### src/include/tws_params.svh
// Constants for the two-wire register slave
`ifndef TWS_PARAMS_SVH
`define TWS_PARAMS_SVH
`define TWS_ADDR_LOW       8'h90
`define TWS_ADDR_HIGH      8'hB8
`define TWS_LOW_BYTE_INDEX 8'h7F
`define TWS_REG_COUNT      256
`define TWS_REG_RESET      16'h0000
`endif

### src/include/tws_pkg.sv
// Types for the two-wire register slave
package tws_pkg;
    typedef enum logic [2:0] {
        TWS_IDLE  = 3'b000,
        TWS_ADDR  = 3'b001,
        TWS_INDEX = 3'b010,
        TWS_WDATA = 3'b011,
        TWS_RDATA = 3'b100,
        TWS_ACK   = 3'b101,
        TWS_MACK  = 3'b110
    } tws_state_t;
endpackage : tws_pkg

### src/rtl/tws_sync.sv
// Two-flop synchroniser with edge and bus-condition detection
`timescale 1ns/1ps
`default_nettype none
module tws_sync (
    input  wire logic clk,
    input  wire logic rst,
    input  wire logic scl_in,
    input  wire logic sda_in,
    output logic      scl,
    output logic      sda,
    output logic      scl_rise,
    output logic      scl_fall,
    output logic      start_det,
    output logic      stop_det
);
    logic [1:0] scl_meta;
    logic [1:0] sda_meta;
    logic       scl_prev;
    logic       sda_prev;

    always_ff @(posedge clk or posedge rst) begin
        if (rst) begin
            scl_meta <= 2'b11;
            sda_meta <= 2'b11;
            scl_prev <= 1'b1;
            sda_prev <= 1'b1;
        end else begin
            scl_meta <= {scl_meta[0], scl_in};
            sda_meta <= {sda_meta[0], sda_in};
            scl_prev <= scl_meta[1];
            sda_prev <= sda_meta[1];
        end
    end

    assign scl       = scl_meta[1];
    assign sda       = sda_meta[1];
    assign scl_rise  = scl_meta[1] & ~scl_prev;
    assign scl_fall  = ~scl_meta[1] & scl_prev;
    assign start_det = scl_meta[1] & scl_prev & sda_prev & ~sda_meta[1];
    assign stop_det  = scl_meta[1] & scl_prev & ~sda_prev & sda_meta[1];
endmodule : tws_sync
`default_nettype wire

### src/rtl/tws_slave.sv
// Two-wire serial slave giving access to 16-bit internal registers
// Operation
// - Address 0x90 pin low, 0xB8/0xB9 high
// - Seven address bits, then direction bit
// - Acknowledge start plus matching address
// - Acknowledge the 8-bit register index
// - Acknowledge each written data byte
// - Two data bytes per 16-bit register
// - Index increments after each written word
// - Shift read bytes; master acknowledges continuation
// - Index advances after every 16 bits read
// - Master no-acknowledge ends read, release line
// - Byte-wise access via low byte index
// - Idle both high; slave never starts/stops
// - Start: data falls while clock high
// - Stop: data rises while clock high
// - Change data only while clock low
// - Receiver pulls low on acknowledge pulse
// - Open-drain data, only pulled low
// - Register updates only after 16 bits
// - No-acknowledge is line left high
`include "tws_params.svh"
`timescale 1ns/1ps
`default_nettype none
module tws_slave #(
    parameter int REG_COUNT = `TWS_REG_COUNT
) (
    input  wire logic        clk,
    input  wire logic        rst,
    input  wire logic        bus_address_select_pin,
    input  wire logic        serial_clock_in,
    input  wire logic        host_serial_data_in,
    output logic             host_serial_data_out,
    output logic             host_serial_data_oe,
    output logic             reg_write_strobe,
    output logic [7:0]       reg_write_index,
    output logic [15:0]      reg_write_data
);
    logic               scl;
    logic               sda;
    logic               scl_rise;
    logic               scl_fall;
    logic               start_det;
    logic               stop_det;
    logic               addr_select;
    logic               addr_select_meta;

    tws_pkg::tws_state_t state;
    tws_pkg::tws_state_t ack_return;
    logic [2:0]         bit_count;
    logic [7:0]         shift_in;
    logic [7:0]         shift_out;
    logic [7:0]         reg_index;
    logic [7:0]         upper_hold;
    logic               upper_done;
    logic               reading;
    logic               read_low_half;
    logic [7:0]         byte_saved_index;
    logic               ack_drive;
    // Set once eight bits are in, so the clock fall after a start is not taken as a byte end
    logic               byte_ready;
    logic [15:0]        reg_file [REG_COUNT];

    tws_sync u_sync (
        .clk       (clk),
        .rst       (rst),
        .scl_in    (serial_clock_in),
        .sda_in    (host_serial_data_in),
        .scl       (scl),
        .sda       (sda),
        .scl_rise  (scl_rise),
        .scl_fall  (scl_fall),
        .start_det (start_det),
        .stop_det  (stop_det)
    );

    // Strap level is resynchronised since it comes from a pin
    always_ff @(posedge clk or posedge rst) begin
        if (rst) begin
            addr_select_meta <= 1'b0;
            addr_select      <= 1'b0;
        end else begin
            addr_select_meta <= bus_address_select_pin;
            addr_select      <= addr_select_meta;
        end
    end

    wire [7:0]  own_address   = addr_select ? `TWS_ADDR_HIGH : `TWS_ADDR_LOW;
    wire [7:0]  byte_in       = {shift_in[6:0], sda};
    wire        byte_last     = (bit_count == 3'd7);
    wire        addr_match    = (shift_in[7:1] == own_address[7:1]);
    wire        addr_is_read  = shift_in[0];
    wire        low_byte_slot = (reg_index == `TWS_LOW_BYTE_INDEX);
    wire [7:0]  word_index    = low_byte_slot ? byte_saved_index : reg_index;
    wire [15:0] word_read     = reg_file[word_index];
    wire [7:0]  read_byte     = (read_low_half | low_byte_slot) ? word_read[7:0] : word_read[15:8];
    wire [7:0]  index_plus    = reg_index + 8'h01;

    always_ff @(posedge clk or posedge rst) begin
        if (rst) begin
            state            <= tws_pkg::TWS_IDLE;
            ack_return       <= tws_pkg::TWS_IDLE;
            bit_count        <= 3'd0;
            shift_in         <= 8'h00;
            shift_out        <= 8'h00;
            reg_index        <= 8'h00;
            upper_hold       <= 8'h00;
            upper_done       <= 1'b0;
            reading          <= 1'b0;
            read_low_half    <= 1'b0;
            byte_saved_index <= 8'h00;
            ack_drive        <= 1'b0;
            byte_ready       <= 1'b0;
            reg_write_strobe <= 1'b0;
            reg_write_index  <= 8'h00;
            reg_write_data   <= `TWS_REG_RESET;
        end else begin
            reg_write_strobe <= 1'b0;
            if (start_det) begin
                // Repeated start keeps the index so a read can follow
                state      <= tws_pkg::TWS_ADDR;
                bit_count  <= 3'd0;
                byte_ready <= 1'b0;
                ack_drive  <= 1'b0;
                upper_done <= 1'b0;
            end else if (stop_det) begin
                state      <= tws_pkg::TWS_IDLE;
                ack_drive  <= 1'b0;
                upper_done <= 1'b0;
            end else if (scl_rise) begin
                unique case (state)
                    tws_pkg::TWS_ADDR, tws_pkg::TWS_INDEX, tws_pkg::TWS_WDATA: begin
                        shift_in   <= byte_in;
                        bit_count  <= bit_count + 3'd1;
                        byte_ready <= byte_last;
                    end
                    tws_pkg::TWS_MACK: begin
                        // Line left high means no-acknowledge
                        if (sda) begin
                            state <= tws_pkg::TWS_IDLE;
                        end
                    end
                    default: begin
                    end
                endcase
            end else if (scl_fall) begin
                unique case (state)
                    tws_pkg::TWS_ADDR: begin
                        if (byte_ready) begin
                            if (addr_match) begin
                                ack_drive  <= 1'b1;
                                reading    <= addr_is_read;
                                ack_return <= addr_is_read ? tws_pkg::TWS_RDATA : tws_pkg::TWS_INDEX;
                                state      <= tws_pkg::TWS_ACK;
                                read_low_half <= 1'b0;
                            end else begin
                                state <= tws_pkg::TWS_IDLE;
                            end
                        end
                    end
                    tws_pkg::TWS_INDEX: begin
                        if (byte_ready) begin
                            if (shift_in != `TWS_LOW_BYTE_INDEX) begin
                                byte_saved_index <= shift_in;
                            end
                            reg_index  <= shift_in;
                            ack_drive  <= 1'b1;
                            ack_return <= tws_pkg::TWS_WDATA;
                            state      <= tws_pkg::TWS_ACK;
                        end
                    end
                    tws_pkg::TWS_WDATA: begin
                        if (byte_ready) begin
                            ack_drive  <= 1'b1;
                            ack_return <= tws_pkg::TWS_WDATA;
                            state      <= tws_pkg::TWS_ACK;
                            if (low_byte_slot) begin
                                // Low half completes the word held from the earlier access
                                reg_write_strobe <= 1'b1;
                                reg_write_index  <= byte_saved_index;
                                reg_write_data   <= {upper_hold, shift_in};
                            end else if (!upper_done) begin
                                upper_hold <= shift_in;
                                upper_done <= 1'b1;
                            end else begin
                                reg_write_strobe <= 1'b1;
                                reg_write_index  <= reg_index;
                                reg_write_data   <= {upper_hold, shift_in};
                                upper_done       <= 1'b0;
                                reg_index        <= index_plus;
                                byte_saved_index <= index_plus;
                            end
                        end
                    end
                    tws_pkg::TWS_ACK: begin
                        ack_drive  <= 1'b0;
                        bit_count  <= 3'd0;
                        byte_ready <= 1'b0;
                        state      <= ack_return;
                        if (ack_return == tws_pkg::TWS_RDATA) begin
                            shift_out <= read_byte;
                        end
                    end
                    tws_pkg::TWS_RDATA: begin
                        bit_count <= bit_count + 3'd1;
                        if (byte_last) begin
                            state <= tws_pkg::TWS_MACK;
                            if (read_low_half && !low_byte_slot) begin
                                reg_index        <= index_plus;
                                byte_saved_index <= index_plus;
                            end
                            read_low_half <= ~read_low_half;
                        end else begin
                            shift_out <= {shift_out[6:0], 1'b0};
                        end
                    end
                    tws_pkg::TWS_MACK: begin
                        // Next byte loads on clock low so the line never moves while the clock is high
                        shift_out <= read_byte;
                        bit_count <= 3'd0;
                        state     <= tws_pkg::TWS_RDATA;
                    end
                    default: begin
                    end
                endcase
            end else if (state == tws_pkg::TWS_RDATA && scl_fall == 1'b0 && scl == 1'b0 && bit_count == 3'd0) begin
                shift_out <= shift_out;
            end
        end
    end

    // The first read byte loads after the acknowledge fall; later bytes after master ack
    always_ff @(posedge clk) begin
        if (reg_write_strobe) begin
            reg_file[reg_write_index] <= reg_write_data;
        end
    end

    wire drive_read  = (state == tws_pkg::TWS_RDATA) & ~shift_out[7];
    wire next_oe     = ack_drive | drive_read;

    // Output leaves through a flop; shift changes happen on clock low only
    always_ff @(posedge clk or posedge rst) begin
        if (rst) begin
            host_serial_data_out <= 1'b0;
            host_serial_data_oe  <= 1'b0;
        end else begin
            host_serial_data_out <= 1'b0;
            host_serial_data_oe  <= next_oe & ~start_det & ~stop_det;
        end
    end
endmodule : tws_slave
`default_nettype wire

### config.mk
export PLATFORM = sky130hd
export DESIGN_NAME = tws_slave
export DESIGN_NICKNAME = d
export VERILOG_FILES = /design/src/include/tws_pkg.sv /design/src/rtl/tws_sync.sv /design/src/rtl/tws_slave.sv
export VERILOG_INCLUDE_DIRS = /design/src /design/src/include
export SDC_FILE = /design/constraint.sdc
export NUM_CORES = 2
export LEC_CHECK = 0
export BUFFER_PORTS_ARGS = -buffer_cell sky130_fd_sc_hd__buf_2
export CAP_MARGIN = 20
export CORE_UTILIZATION = 44
export CTS_CLUSTER_SIZE = 8
export DETAILED_ROUTE_END_ITERATION = 16
export PLACE_DENSITY_LB_ADDON = 0.1
export SLEW_MARGIN = 40
export SYNTH_ARGS = -nofsm -noshare
export SYNTH_HDL_FRONTEND = slang
export SYNTH_SLANG_ARGS = --single-unit
### constraint.sdc
create_clock -name clk -period 6.5 [get_ports clk]
set_input_delay 0.65 -clock clk [delete_from_list [all_inputs] [get_ports clk]]
set_output_delay 0.65 -clock clk [all_outputs]
set_load 0.1 [all_outputs]
==> metrics.md <==
| Metric | Value |
|---|---|
| Outcome | `complete, no violations` |
| Die ar. | `381000 sq um` |
| Power Density | `roughly 300 nW/um^2` |
| Cells after synthesis | `~12000` |
| Synth area leader | `edfxtp_1` |
| FF-to-FF path depth | `12` |
| Minimum clock period | `about 6 ns` |
| Crit-path slowest cell | `or3_2` |
| Critical path buffers and inverters | `2` |
| Die width | `approximately 600 microns` |
| Top area cells in the synthesized netlist | `edfxtp_1 (74%), nand2_1 (6.6%), nand3_1 (2.9%), mux2i_1 (2.1%), and3_1 (1.3%)` |
| Worst vdd ir | `approximately 0.28 mV` |
| Bufs on Longest Clock Path | `4` |
| Pin count of the biggest net entering global routing | `approximately 150` |
| Most used cell, CP | `a21oi_1` |
| Core Box Area | `roughly 380000 sq um` |
| First-pass DRT Iterations | `9` |
| WP depth | `12` |
| CTS buffer count | `between 500 and 600` |
| Post-route DRC | `0` |
| Placed Area | `179000 sq um` |
| Largest fanout on the critical path | `35` |
| Grt ovf | `0` |
| CP Data Arrival Time | `6.86 ns` |
| Synth Register Bits | `around 4200` |
| Critical Path Max Stage Delay | `approximately 0.77 ns` |
| Lkg Pwr | `~60 nW` |
| Antenna Violating Nets Remaining | `0` |
| Fin. Hold Viols | `0` |
| WL/cell | `about 38 microns` |
| Cell Area, Synth | `approximately 170000 sq um` |
| All-Layer GR Usage | `0.344` |
| RD Place Congestion | `just over 1` |
| Iteration-0 DRC count of the detailed router | `18045` |
| Fin area | `slightly below 200000 sq um` |
| Row Count | `between 200 and 250` |
| Tcrit/Tclk final | `0.915` |
| # H-tree levels | `6` |
| Maximum clock rate | `between 0.15 and 0.2 GHz` |
| Layout cells sized above 1 | `0.154` |
| Syn avg cell area | `around 14 sq um` |
| Seq/Total Area, Yosys | `0.751` |
| CTS Sinks | `approximately 4200` |
| Met2 usage | `0.511` |
| Met1 usage | `0.473` |
| Hold Slack | `approximately 0.19 ns` |
| Vias per inst | `around 6.4` |
| I/O Pins | `32` |
| Primary FF master, synth | `edfxtp_1` |
| Post-synth EDFFs | `between 4000 and 5000` |
| Final Routed Wirelength | `roughly 670000 microns` |
| Fin worst setup slack | `~0.55 ns` |
| Post_cts resized | `0` |
| Initial antenna violation count | `43` |
| Slew at the pin with the worst max-slew slack | `around 1.1 ns` |
| Kind of cell adding the most delay to the critical path | `compound AO/OA/AOI/OAI gates` |
| Most frequent cell after synthesis | `edfxtp_1` |
| Starting density of the core | `0.443` |
| Worst Setup Start Kind | `register` |
| Dpl hpwl | `~430000 microns` |
| Layout area overhead | `17.4%` |
| CTS clock-pin slew for the worst setup and hold paths | `0.06 ns` |
| Critical Path Sink Type | `register` |
| Clock latency on the worst-skew pair | `roughly 1.1 ns` |
| GRT busiest layer | `met2` |
| FILL cells | `about 31000` |
| Synth warn | `0` |
| First-pass GRT wire length | `905000 microns` |
| Async SR Flop Fraction | `0.0208` |
| Worst hold path type | `in -> async` |
| Overall power | `between 50 and 60 mW` |
| M3 GR Usage | `0.0854` |
| Vias | `between 100k and 150k` |
| Top cell type's share of synthesized area | `0.738` |
| Count of different cell masters after synthesis | `96` |
| Rel. slew slack | `0.284` |
| Die extent in y | `617 microns` |
| NumNets Final | `~13000` |
| CP Cell Sequence | `nand4b_4, or3_2, nand2_4, buf_12, buf_4, nand3_1, a21oi_1, a221oi_1, o21ai_1, o311ai_0, a21oi_1, o2111ai_1` |
| Final Skew | `0.0734 ns` |
| Setup_tns | `0 ns` |
| Final setup fails | `0` |
| Clock tree from TritonCTS | `yes` |
| I/O Buffers | `30` |
| Synth cell count leaders | `edfxtp_1 (4096), nand2_1 (2935), nand3_1 (968)` |
| Syn Nets | `12006` |
| Post-CTS setup buffer count | `0` |
| Vias in the first global route | `107096` |
| Root buf cell | `clkbuf_16` |
| Crit Path Class | `reg -> reg` |
| Critical Path RT | `7.41 ns` |
| Pre-CTS WS | `between 0.9 and 1 ns` |
| RSZ-0062 raised after global routing | `false` |
| Slew Viols, Final | `0` |
| MaxCap Viol Count | `0` |
-- placed cells by master, fill, tap and decap left out, types with 26 or more instances in the layout --
master and instances:
edfxtp_1 4096, nand2_1 2930, nand3_1 957, buf_4 640, clkbuf_16 600, mux2i_1 353
and3_1 345, a31oi_1 299, a21oi_1 297, a211oi_1 233, nor2_2 171, o21ai_0 141
nor2_1 126, buf_12 93, nand4_1 92, a32oi_1 83, nor2_4 82, a311oi_1 70
dfrtp_1 63, o22ai_1 56, clkbuf_1 54, a32o_1 44, a221oi_1 39, o211ai_1 38
mux2_2 37, nor3_1 36, buf_16 35, o2111ai_1 34, buf_2 33, a22oi_1 31
mux4_2 31, a2111oi_0 30, a211o_1 26, nor4_1 26
-- state kept, by name (all words and copies together) (netlist names), 2 cells and up --
register          flops
reg_write_data       16
upper_hold            8
shift_out             8
shift_in              8
ack_return            3
byte_saved_index      8
reg_index             8
u_sync.scl_meta       2
reg_write_index       8
reg_file           4096
u_sync.sda_meta       2
state                 3
bit_count             3
-- tightest hold or removal path: stages --
cell	delay [ns]
dlygate4sd3_1	0.53
buf_2	0.13
inv_4	0.35
-- per-layer routing --
layer | up-vias | routed length [microns]
met4 | 26 | 38700
met1 | 58745 | 260000
met5 | - | 165
li1 | 46435 | -
met3 | 1382 | 76900
met2 | 7415 | 292000
-- cells by family (layout without fill, tap and decap cells) --
group | count (synthesis) | in the layout | share of synthesized area
other cells | 1 | 20 | 0.0000225
xor+xnor | 5 | 5 | 0.000263
compound gates | 1662 | 1662 | 0.0703
flops | 4183 | 4183 | 0.751
buf+inv | 831 | 1583 | 0.0231
fa+ha+maj | 7 | 7 | 0.000525
mux | 423 | 423 | 0.0280
simple gates | 4882 | 4882 | 0.127
-- worst paths after layout --
kind | start | slack, ns | end
max | reg_index[4] | 0.55 | shift_out[7]
min | rst | 0.19 | ack_return[1]
max reg2reg | reg_index[4] | 0.55 | shift_out[7]
min reg2reg | addr_select_meta | 0.35 | addr_select
max in group asynchronous | rst | 5.31 | reg_write_data[15]
min in group clk | serial_clock_in | 0.26 | u_sync.scl_meta[0]
-- through the flow --
stage,instances,util
2_1_floorplan,11994,-
3_3_place_gp,16941,0.471
3_5_place_dp,17011,0.475
4_1_cts,17725,0.519
5_1_grt,17741,0.520
6_report,17759,0.520
-- area by class of cell --
cell class,count,area (sq um),share of cell area
Sequential cell,4183,125000,0.640
Multi-Input combinational cell,6980,39300,0.201
Clock buffer,651,15100,0.0774
Timing Repair Buffer,849,8440,0.0431
Tap cell,4994,6250,0.0319
Clock inverter,59,1240,0.00636
Inverter,24,92.6,0.000473
Antenna cell,19,47.5,0.000243
-- timing repair --
action / CTS / global route
endpoints found under the hold margin: 35 / 0
hold buffers: 4 / 0
endpoints found under the setup margin: 0 / 0
-- power breakdown --
part | total, mW | leakage [nW] | switching [mW] | internal, mW
clock | 28.1 | 7.94 | 11.6 | 16.5
combinational | 0.0662 | 23.8 | 0.0413 | 0.0249
sequential | 29.2 | 29.4 | 0.0225 | 29.2
No activity file was read; power rests on OpenSTA's default activity.
